## src/shared/lpe_defines.vh

```
// Constants for the LED PWM / error / reset core.
// Assumes a 200 MHz core clock; counts derive from that rate.
// What this block does
// - Sixteen channels each get a 97 kHz, 256-step brightness modulator.
// - Shared group modulator dims at fixed 190 Hz with 8-bit duty.
// - Blink mode: group period programmable by 8 bits, 24 Hz to 10.73 s.
// - One group duty and frequency applies to all grouped channels.
// - Only dimming or blinking signal is superimposed at any time.
// - Brightness steps are 40 ns; group dimming steps are 20.48 us.
// - Enabled channel current below threshold reports 0, normal reports 1.
// - Open-load checked only when channel on and not switching; off reports 0.
// - Global overtemperature turns all outputs off and flags every channel.
// - Channel overtemperature turns off that channel only, while it is on.
// - Outputs resume after sensor clears if channel latch still requests on.
// - Overtemperature error stays latched after sensor clears.
// - Each channel flag combines open-circuit and overtemperature into one bit.
// - Error clear bit at 1 clears latched overtemperature status of all channels.
// - Power-on reset loads all defaults, every channel deselected.
// - Reset pin low holds all state at defaults until released.
// - Acknowledge reset address 1101 011 only with write direction, D6h.
// - Acknowledge data A5h then 5Ah only; nothing beyond the second byte.
// - Correct sequence ended by Stop resets all state to power-up values.
// - Incorrect sequence format never causes a reset.
// - Select bit 0 chooses group dimming, 1 chooses group blinking.
// - Oscillator-off bit at 1 forces all channels off.
`ifndef LPE_DEFINES_VH
`define LPE_DEFINES_VH
`define LPE_CLK_MHZ        200
`define LPE_BRI_STEP_NS    40
`define LPE_DIM_STEP_NS    20480
`define LPE_BLINK_STEP_NS  163840
`define LPE_BRI_STEP_CYC   ((`LPE_BRI_STEP_NS * `LPE_CLK_MHZ) / 1000)
`define LPE_DIM_STEP_CYC   ((`LPE_DIM_STEP_NS * `LPE_CLK_MHZ) / 1000)
`define LPE_BLINK_STEP_CYC ((`LPE_BLINK_STEP_NS * `LPE_CLK_MHZ) / 1000)
`define LPE_I2C_ADDR_RST   8'hD6
`define LPE_I2C_DATA1      8'hA5
`define LPE_I2C_DATA2      8'h5A
`define LPE_DUTY_ZERO      8'h00
`define LPE_BIT_LAST       3'h7
`endif

```

## src/hdl/lpe_core.v

```verilog
// Top: sixteen brightness PWMs, group dim/blink PWM, error latching, resets.
// Assumes sensor, load and I2C inputs are asynchronous and synchronised here.
`timescale 1ns/1ps
`default_nettype none
`include "lpe_defines.vh"
module lpe_core #(
	parameter CHANNELS       = 16,
	parameter DIM_STEP_CYC   = `LPE_DIM_STEP_CYC,
	parameter BLINK_STEP_CYC = `LPE_BLINK_STEP_CYC
) (
	// Clock and reset
	input  wire                  MCLK_IN,
	input  wire                  NRST_IN,
	// Control bits
	input  wire                  OSCILLATOR_OFF_IN,
	input  wire                  GROUP_DIM_BLINK_SELECT_IN,
	input  wire                  ERROR_FLAG_CLEAR_IN,
	input  wire [CHANNELS*8-1:0] PER_CHANNEL_DUTY_IN,
	input  wire [7:0]            GROUP_DUTY_IN,
	input  wire [7:0]            GROUP_FREQ_IN,
	input  wire [CHANNELS-1:0]   LED_ON_IN,
	input  wire [CHANNELS-1:0]   LED_PWM_IN,
	input  wire [CHANNELS-1:0]   LED_GROUP_IN,
	// Sensors
	input  wire [CHANNELS-1:0]   LOAD_OK_IN,
	input  wire                  GLOBAL_OVERTEMP_IN,
	input  wire [CHANNELS-1:0]   CHANNEL_OVERTEMP_IN,
	// I2C pins
	input  wire                  SCL_IN,
	input  wire                  SDA_IN,
	output reg                   SDA_OUT,
	output reg                   SDA_OE_OUT,
	// Results
	output reg  [CHANNELS-1:0]   LED_CHANNEL_OUT,
	output reg  [7:0]            ERROR_FLAGS_LOW_OUT,
	output reg  [7:0]            ERROR_FLAGS_HIGH_OUT,
	output reg                   SOFT_RESET_OUT
);
	localparam BRI_STEP = `LPE_BRI_STEP_CYC;

	////////////////////////////////////////////////////////////////////////////////
	// Two-stage synchronisers on every asynchronous input
	localparam SW = 4 * CHANNELS + 2;
	reg  [SW-1:0] sync1_r;
	reg  [SW-1:0] sync2_r;
	wire [SW-1:0] async_w = {LOAD_OK_IN, CHANNEL_OVERTEMP_IN, LED_ON_IN, LED_PWM_IN,
		GLOBAL_OVERTEMP_IN, ERROR_FLAG_CLEAR_IN};
	reg           scl1_r, scl2_r, sda1_r, sda2_r;
	wire [CHANNELS-1:0] load_ok  = sync2_r[SW-1 -: CHANNELS];
	wire [CHANNELS-1:0] ch_ot    = sync2_r[3*CHANNELS+1 -: CHANNELS];
	wire [CHANNELS-1:0] led_on   = sync2_r[2*CHANNELS+1 -: CHANNELS];
	wire [CHANNELS-1:0] led_pwm  = sync2_r[CHANNELS+1 -: CHANNELS];
	wire                glob_ot  = sync2_r[1];
	wire                err_clr  = sync2_r[0];

	// Soft reset joins the pin reset; held one cycle through a register
	reg  soft_rst_r;
	wire rst_n = NRST_IN & ~soft_rst_r;
	wire bus_sda_oe;
	wire bus_reset;

	// The pulse output lives here so the internal reset it causes cannot erase it
	always @(posedge MCLK_IN or negedge NRST_IN) begin
		if (!NRST_IN) begin
			soft_rst_r <= 1'b0;
			SOFT_RESET_OUT <= 1'b0;
		end else begin
			soft_rst_r <= bus_reset;
			SOFT_RESET_OUT <= bus_reset;
		end
	end

	always @(posedge MCLK_IN or negedge rst_n) begin
		if (!rst_n) begin
			sync1_r <= {SW{1'b0}};
			sync2_r <= {SW{1'b0}};
			scl1_r <= 1'b1;
			scl2_r <= 1'b1;
			sda1_r <= 1'b1;
			sda2_r <= 1'b1;
		end else begin
			sync1_r <= async_w;
			sync2_r <= sync1_r;
			scl1_r <= SCL_IN;
			scl2_r <= scl1_r;
			sda1_r <= SDA_IN;
			sda2_r <= sda1_r;
		end
	end

	lpe_bus_reset u_bus_reset (
		.clk           (MCLK_IN),
		.rst_n         (rst_n),
		.scl           (scl2_r),
		.sda           (sda2_r),
		.sda_oe_r      (bus_sda_oe),
		.reset_pulse_r (bus_reset)
	);

	////////////////////////////////////////////////////////////////////////////////
	// Brightness modulator: 40 ns step, 256 steps, about 97 kHz
	reg [3:0] bri_pre_r;
	reg [7:0] bri_cnt_r;
	reg [7:0] grp_cnt_r;
	reg [23:0] grp_pre_r;
	reg       grp_sel_r;

	function duty_hi;
		input [7:0] cnt;
		input [7:0] duty;
		begin
			duty_hi = (cnt < duty);
		end
	endfunction

	// Blink step count scales with programmed frequency; dim uses fixed step
	wire [31:0] grp_lim_full = grp_sel_r ? (BLINK_STEP_CYC * ({24'h000000, GROUP_FREQ_IN}
		+ 32'h00000001) - 32'h00000001) : (DIM_STEP_CYC - 32'h00000001);
	// Longest blink step count fits in 24 bits
	wire [23:0] grp_lim = grp_lim_full[23:0];

	always @(posedge MCLK_IN or negedge rst_n) begin
		if (!rst_n) begin
			bri_pre_r <= 4'h0;
			bri_cnt_r <= 8'h00;
			grp_pre_r <= 24'h000000;
			grp_cnt_r <= 8'h00;
			grp_sel_r <= 1'b0;
		end else if (OSCILLATOR_OFF_IN) begin
			bri_pre_r <= 4'h0;
			bri_cnt_r <= 8'h00;
			grp_pre_r <= 24'h000000;
			grp_cnt_r <= 8'h00;
			grp_sel_r <= GROUP_DIM_BLINK_SELECT_IN;
		end else begin
			if (bri_pre_r == BRI_STEP - 1) begin
				bri_pre_r <= 4'h0;
				bri_cnt_r <= bri_cnt_r + 8'h01;
			end else begin
				bri_pre_r <= bri_pre_r + 4'h1;
			end
			if (grp_pre_r >= grp_lim) begin
				grp_pre_r <= 24'h000000;
				grp_cnt_r <= grp_cnt_r + 8'h01;
				// Mode change takes effect at a group period boundary, or at once while the oscillator is off
				if (grp_cnt_r == 8'hFF) begin
					grp_sel_r <= GROUP_DIM_BLINK_SELECT_IN;
				end
			end else begin
				grp_pre_r <= grp_pre_r + 24'h000001;
			end
		end
	end

	// One group waveform for all grouped channels
	wire grp_wave = duty_hi(grp_cnt_r, GROUP_DUTY_IN);

	////////////////////////////////////////////////////////////////////////////////
	// Per-channel drive, errors
	reg  [CHANNELS-1:0] drive_nxt;
	reg  [CHANNELS-1:0] open_nxt;
	reg  [CHANNELS-1:0] ot_err_r;
	reg  [CHANNELS-1:0] open_err_r;
	reg  [CHANNELS-1:0] latch_on;
	reg  [7:0]          duty_i;
	integer i;

	always @* begin
		drive_nxt = {CHANNELS{1'b0}};
		open_nxt = {CHANNELS{1'b0}};
		latch_on = {CHANNELS{1'b0}};
		duty_i = 8'h00;
		for (i = 0; i < CHANNELS; i = i + 1) begin
			duty_i = PER_CHANNEL_DUTY_IN[i*8 +: 8];
			latch_on[i] = led_on[i] | led_pwm[i] | LED_GROUP_IN[i];
			if (led_on[i]) begin
				drive_nxt[i] = 1'b1;
			end else if (led_pwm[i]) begin
				drive_nxt[i] = duty_hi(bri_cnt_r, duty_i);
			end else if (LED_GROUP_IN[i]) begin
				drive_nxt[i] = duty_hi(bri_cnt_r, duty_i) & grp_wave;
			end
			// Thermal shutdown gates drive; it returns when sensors clear
			if (OSCILLATOR_OFF_IN || glob_ot || ch_ot[i]) begin
				drive_nxt[i] = 1'b0;
			end
			// Fully-on channel only; off or modulated reports 0
			open_nxt[i] = led_on[i] & drive_nxt[i] & ~load_ok[i];
		end
	end

	always @(posedge MCLK_IN or negedge rst_n) begin
		if (!rst_n) begin
			ot_err_r <= {CHANNELS{1'b0}};
			open_err_r <= {CHANNELS{1'b0}};
			LED_CHANNEL_OUT <= {CHANNELS{1'b0}};
			ERROR_FLAGS_LOW_OUT <= 8'h00;
			ERROR_FLAGS_HIGH_OUT <= 8'h00;
			SDA_OUT <= 1'b0;
			SDA_OE_OUT <= 1'b0;
		end else begin
			LED_CHANNEL_OUT <= drive_nxt;
			// A trip in the clear cycle wins over the clear
			ot_err_r <= (ot_err_r & {CHANNELS{~err_clr}})
				| ({CHANNELS{glob_ot}})
				| (ch_ot & latch_on);
			open_err_r <= open_nxt;
			// Flag bit 1 means normal, 0 means error or not checkable
			ERROR_FLAGS_LOW_OUT <= ~(ot_err_r[7:0] | open_err_r[7:0]
				| ~(led_on[7:0] & load_ok[7:0]));
			ERROR_FLAGS_HIGH_OUT <= ~(ot_err_r[15:8] | open_err_r[15:8]
				| ~(led_on[15:8] & load_ok[15:8]));
			SDA_OUT <= 1'b0;
			SDA_OE_OUT <= bus_sda_oe;
		end
	end
endmodule
`default_nettype wire

```

## src/hdl/lpe_bus_reset.v

```verilog
// I2C listener for the bus reset call; answers only D6h, A5h, 5Ah.
// Assumes SCL/SDA are already synchronised to the core clock.
`timescale 1ns/1ps
`default_nettype none
`include "lpe_defines.vh"
module lpe_bus_reset (
	input  wire       clk,
	input  wire       rst_n,
	input  wire       scl,
	input  wire       sda,
	output reg        sda_oe_r,
	output reg        reset_pulse_r
);
	localparam ST_IDLE = 3'h0;
	localparam ST_ADDR = 3'h1;
	localparam ST_D1   = 3'h2;
	localparam ST_D2   = 3'h3;
	localparam ST_OK   = 3'h4;
	localparam ST_DEAD = 3'h5;

	reg       scl_d_r;
	reg       sda_d_r;
	reg [2:0] state_r;
	reg [2:0] bit_r;
	reg [7:0] shift_r;
	reg       ack_phase_r;
	reg       ack_good_r;
	wire      scl_rise = scl & ~scl_d_r;
	wire      scl_fall = ~scl & scl_d_r;
	wire      start    = scl & scl_d_r & sda_d_r & ~sda;
	wire      stop     = scl & scl_d_r & ~sda_d_r & sda;
	wire [7:0] byte_in = {shift_r[6:0], sda};

	function match;
		input [2:0] st;
		input [7:0] b;
		begin
			case (st)
				ST_ADDR: match = (b == `LPE_I2C_ADDR_RST);
				ST_D1:   match = (b == `LPE_I2C_DATA1);
				ST_D2:   match = (b == `LPE_I2C_DATA2);
				default: match = 1'b0;
			endcase
		end
	endfunction

	////////////////////////////////////////////////////////////////////////////////
	always @(posedge clk or negedge rst_n) begin
		if (!rst_n) begin
			scl_d_r <= 1'b1;
			sda_d_r <= 1'b1;
			state_r <= ST_IDLE;
			bit_r <= 3'h0;
			shift_r <= 8'h00;
			ack_phase_r <= 1'b0;
			ack_good_r <= 1'b0;
			sda_oe_r <= 1'b0;
			reset_pulse_r <= 1'b0;
		end else begin
			scl_d_r <= scl;
			sda_d_r <= sda;
			reset_pulse_r <= 1'b0;
			if (start) begin
				state_r <= ST_ADDR;
				bit_r <= 3'h0;
				ack_phase_r <= 1'b0;
				sda_oe_r <= 1'b0;
			end else if (stop) begin
				// Only a fully acknowledged sequence triggers the reset
				reset_pulse_r <= (state_r == ST_OK);
				state_r <= ST_IDLE;
				sda_oe_r <= 1'b0;
			end else if (scl_rise && !ack_phase_r && state_r != ST_IDLE) begin
				shift_r <= byte_in;
				bit_r <= bit_r + 3'h1;
				if (bit_r == `LPE_BIT_LAST) begin
					ack_phase_r <= 1'b1;
					ack_good_r <= match(state_r, byte_in);
				end
			end else if (scl_fall && ack_phase_r) begin
				// Drive ACK low from this falling edge to the next one
				if (sda_oe_r) begin
					sda_oe_r <= 1'b0;
					ack_phase_r <= 1'b0;
				end else begin
					sda_oe_r <= ack_good_r;
					if (!ack_good_r) begin
						state_r <= ST_DEAD;
						ack_phase_r <= 1'b0;
					end else begin
						case (state_r)
							ST_ADDR: state_r <= ST_D1;
							ST_D1:   state_r <= ST_D2;
							ST_D2:   state_r <= ST_OK;
							default: state_r <= ST_DEAD;
						endcase
					end
				end
			end else if (scl_fall && !ack_phase_r && state_r == ST_OK && bit_r != 3'h0) begin
				state_r <= ST_DEAD;
			end
		end
	end
endmodule
`default_nettype wire

```

## config.mk

```make
export PLATFORM = sky130hd
export DESIGN_NAME = lpe_core
export DESIGN_NICKNAME = d
export VERILOG_FILES = /design/src/hdl/lpe_core.v /design/src/hdl/lpe_bus_reset.v
export VERILOG_INCLUDE_DIRS = /design/src /design/src/shared
export SDC_FILE = /design/constraint.sdc
export NUM_CORES = 1
export LEC_CHECK = 0
export BUFFER_PORTS_ARGS = -buffer_cell sky130_fd_sc_hd__clkbuf_2
export CORE_MARGIN = 5
export CORE_UTILIZATION = 40
export CTS_BUF_LIST = sky130_fd_sc_hd__clkbuf_2 sky130_fd_sc_hd__clkbuf_4 sky130_fd_sc_hd__clkbuf_8
export DETAILED_ROUTE_END_ITERATION = 8
export PLACE_DENSITY = 0.68
export SETUP_SLACK_MARGIN = 0.05
export SLEW_MARGIN = 20
export SYNTH_ARGS = -nofsm -noshare
export SYNTH_HDL_FRONTEND = slang
export SYNTH_SLANG_ARGS = --single-unit
```

## constraint.sdc

```tcl
create_clock -name MCLK_IN -period 28 [get_ports MCLK_IN]
set_input_delay 5.6 -clock MCLK_IN [delete_from_list [all_inputs] [get_ports MCLK_IN]]
set_output_delay 5.6 -clock MCLK_IN [all_outputs]
set_load 0.01 [all_outputs]
```

==> results by group <==
Drt
  – Pre-antenna DRT Iters: 4
  – Detailed Route Iter0 Violations: 365
  – Final ANT Viol Nets: 0
  – Drt drc: 0
  – Final wirelength: 31.5 mm
  – Via count: 9476
  – Drt wl/cell: 16.5 µm
  – Vias per cell: 4.96

Placement
  – Pre-CTS setup slack: 18.62 ns
  – # port buffers: 265
  – DP Area: 0.0144 mm²
  – Final HPWL DP: 22.9 mm
  – Final Wtd Congestion: 0.831

Yosys
  – Synth area leaders: dfrtp_1 (52%), ha_1 (14%), inv_1 (3.9%)
  – Synth area leader: dfrtp_1
  – Synth Flop Type: dfrtp_1
  – Yosys cell types: 62
  – Post-synthesis register bit count: 266
  – Post-synth EDFFs: 0
  – Ys Warns: 0
  – Yosys top cell area share: 0.517
  – Post-Syn Area per Cell: 10.7 µm²
  – Mapped cell area: 0.0126 mm²
  – Mapped Nets: 1549
  – Synth async-reset ratio: 1.00
  – Sequential share of the synthesized area: 0.529
  – Post-Syn Instances: 1178

Die
  – Die Wd: 187 µm
  – Height of the die: 187 µm
  – Die area: 0.0351 mm²
  – Total I/O pin count: 267
  – Floorplan row count: 65
  – Starting Density: 0.402
  – Core area: 0.0313 mm²

Setup path
  – Worst Path Class, Setup: in2reg
  – Critical Path AT: 9.35 ns
  – Crit path cell chain: clkbuf_2 -> ha_1 -> nand2_1 -> o21bai_1 -> a32oi_1 -> nor4bb_1 -> xnor2_1 -> nand2_1 -> ha_1 -> nand4_1 -> nor4_1 -> a2111o_1 -> nor2_2 -> nand2_1 -> nor2_1
  – CP Max Fanout: 23
  – Worst path top cell family by delay: simple AND/OR/NAND/NOR gates
  – CP max stage delay: 0.62 ns
  – Worst path required time: 28.44 ns
  – Crit path max-delay cell type: nand2_1
  – Crit path buffers/inverters: 1
  – Crit path launch type: input pin
  – Most Frequent Cell on Critical Path: nand2_1
  – Critical path capture point type: register

Finish
  – # nets final: 1845
  – # fillers: 2936
  – Post-route cell area: 0.0153 mm²
  – Fraction of layout cells with a size suffix above 1: 0.245
  – Layout Utilization: 0.490
  – Area Overhead vs Synth: 21.8%

Global routing
  – First-pass GRT wire length: 50.8 mm
  – Gr ovfl total: 0
  – Number of global-route vias before repair: 9796
  – Initial antenna violation count: 2
  – Pin count of the biggest net entering global routing: 183
  – Total track usage: 0.179

CTS
  – # resized after CTS: 0
  – CTS Root Cell: clkbuf_8
  – Inserted Clock Buffers: 44
  – Worst skew pair latency: 0.53 ns
  – Clk sink count: 266
  – Hold_buf cts: 0
  – H-tree levels: 2
  – Clk slew on worst S/H paths: 0.06 ns
  – CTS tree: done
  – Setup Buffers After CTS: 0
  – Clk buf depth: 3

STA
  – Worst Skew: 0.0250 ns
  – Slew HR: 0.348
  – Setup_tns: 0 ns
  – Fin. Hold Viols: 0
  – Fmax: 0.112 GHz
  – Tcrit/Tclk final: 0.318
  – Least-Margin Pin Slew: 0.977 ns
  – Fin crit period: 8.91 ns
  – Max-slew violation count: 0
  – Final setup margin: 19.09 ns
  – Worst-case hold slack: 0.342 ns
  – Unrepaired setup endpoints after global routing: false
  – Final setup viols: 0

Power
  – Leakage power figure: 8.11 nW
  – Peak supply drop: 0.0000314 V
  – Pwr per Cell Area: 55.0 mW/mm²

Hold path
  – HP Class: reg2reg

Outcome
  – Status: finished, final reports clean

Job
  – Max_cap viols: 0
## registers in the layout, indices dropped and copies added, names as in the netlist, 3 cells and up
register / count
u_bus_reset.shift_r: 7
grp_cnt_r: 8
LED_CHANNEL_OUT: 16
u_bus_reset.state_r: 3
bri_pre_r: 4
ERROR_FLAGS_LOW_OUT: 8
sync2_r: 66
u_bus_reset.bit_r: 3
grp_pre_r: 24
ERROR_FLAGS_HIGH_OUT: 8
bri_cnt_r: 8
ot_err_r: 16
sync1_r: 66
open_err_r: 16
## metal layers
| layer | vias up | share of wire | track usage | wire, µm |
|---|---|---|---|---|
| met1 | 4494 | 0.44 | 0.231 | 13800 |
| met2 | 267 | 0.48 | 0.302 | 15300 |
| met3 | 55 | 0.050 | 0.0373 | 1580 |
| met5 | - | 0 | 0 | 0 |
| li1 | 4660 | - | - | - |
| met4 | 0 | 0.028 | 0.0593 | 892 |
## placed cells by master (no fill, tap or decap), drive strengths merged, types with 5 or more instances in the layout
cell | Yosys | routed
xor2 | 25 | 25
clkbuf | 12 | 335
a211oi | 7 | 7
inv | 132 | 132
a21o | 22 | 22
o31ai | 20 | 20
clkinv | 0 | 6
dfrtp | 260 | 260
nand2b | 20 | 20
nand2 | 117 | 117
a22oi | 13 | 13
or3 | 5 | 5
xnor2 | 16 | 16
nor3 | 22 | 22
nand4 | 14 | 14
nand3b | 14 | 14
ha | 139 | 139
o21ai | 34 | 34
nor2 | 85 | 85
nand3 | 36 | 36
a21oi | 80 | 80
dfstp | 6 | 6
nor2b | 5 | 5
buf | 10 | 7
and3 | 6 | 6
a2111oi | 15 | 15
nor4 | 5 | 5
a2bb2oi | 13 | 13
## cells by family (layout without fill, tap and decap cells)
family                     after synthesis  after routing  share of synthesized area
other                                    1              3                   0.000298
AOI/OAI and AO/OA                      224            224                      0.117
xor gates and xnor gates                41             41                     0.0285
and+or+nand+nor                        350            350                      0.137
adders and majority gates              139            139                      0.138
DFF                                    266            266                      0.529
buffers and inverters                  154            481                     0.0480
muxes                                    3              3                    0.00249
## through the flow
step / cells / power, mW
CTS: 1906 / 0.856
global route: 1909 / 0.889
finish: 1909 / 0.843
floorplan: 1178 / 0.464
detailed placement: 1829 / 0.500
global placement: 1829 / 0.497
## area by class of cell
type / count / area [µm²] / area share
multi-input cells: 758 / 5330 / 0.347
flip-flops and latches: 266 / 6670 / 0.435
well taps: 402 / 503 / 0.0328
diodes: 2 / 5.00 / 0.000326
repair buffers: 272 / 1420 / 0.0923
clock inverters: 7 / 60.1 / 0.00392
clock buffers: 70 / 863 / 0.0563
inverters: 132 / 495 / 0.0323
## synthesized netlist by cell type, drive strengths merged (4+ instances only)
| library cell | instances |
|---|---|
| inv | 132 |
| xor2 | 25 |
| or4 | 4 |
| a21oi | 80 |
| a2111oi | 15 |
| a2bb2oi | 13 |
| a22oi | 13 |
| o21ai | 34 |
| nand3 | 36 |
| or3 | 5 |
| and4 | 4 |
| nand3b | 14 |
| ha | 139 |
| dfstp | 6 |
| nor4bb | 4 |
| a211oi | 7 |
| nor2b | 5 |
| xnor2 | 16 |
| clkbuf | 12 |
| a21o | 22 |
| nor3 | 22 |
| buf | 10 |
| nor4 | 5 |
| nand2 | 117 |
| nor2 | 85 |
| nand4 | 14 |
| o31ai | 20 |
| and3 | 6 |
| nand2b | 20 |
| dfrtp | 260 |
## worst paths after layout
path / from / slack [ns] / cells after the start / end
min in group asynchronous: soft_rst_r$_DFF_PN0_ / 0.60 / 2 / sync1_r[20]$_DFF_PN0_
worst max register to register: grp_sel_r$_DFFE_PN0P_ / 24.80 / 8 / grp_pre_r[11]$_DFF_PN0_
max in group asynchronous: NRST_IN / 21.10 / 5 / bri_cnt_r[7]$_DFFE_PN0P_
worst min-delay path: sync1_r[4]$_DFF_PN0_ / 0.34 / 0 / sync2_r[4]$_DFF_PN0_
worst max-delay path: GROUP_FREQ_IN[0] / 19.09 / 15 / grp_pre_r[11]$_DFF_PN0_
worst min register to register: sync1_r[4]$_DFF_PN0_ / 0.34 / 0 / sync2_r[4]$_DFF_PN0_
## power breakdown
| part | internal, mW | switching, mW | total, mW |
|---|---|---|---|
| clock | 0.204 | 0.147 | 0.350 |
| sequential | 0.405 | 0.0133 | 0.418 |
| combinational | 0.0334 | 0.0411 | 0.0745 |
(Power assumes the default switching activity.)
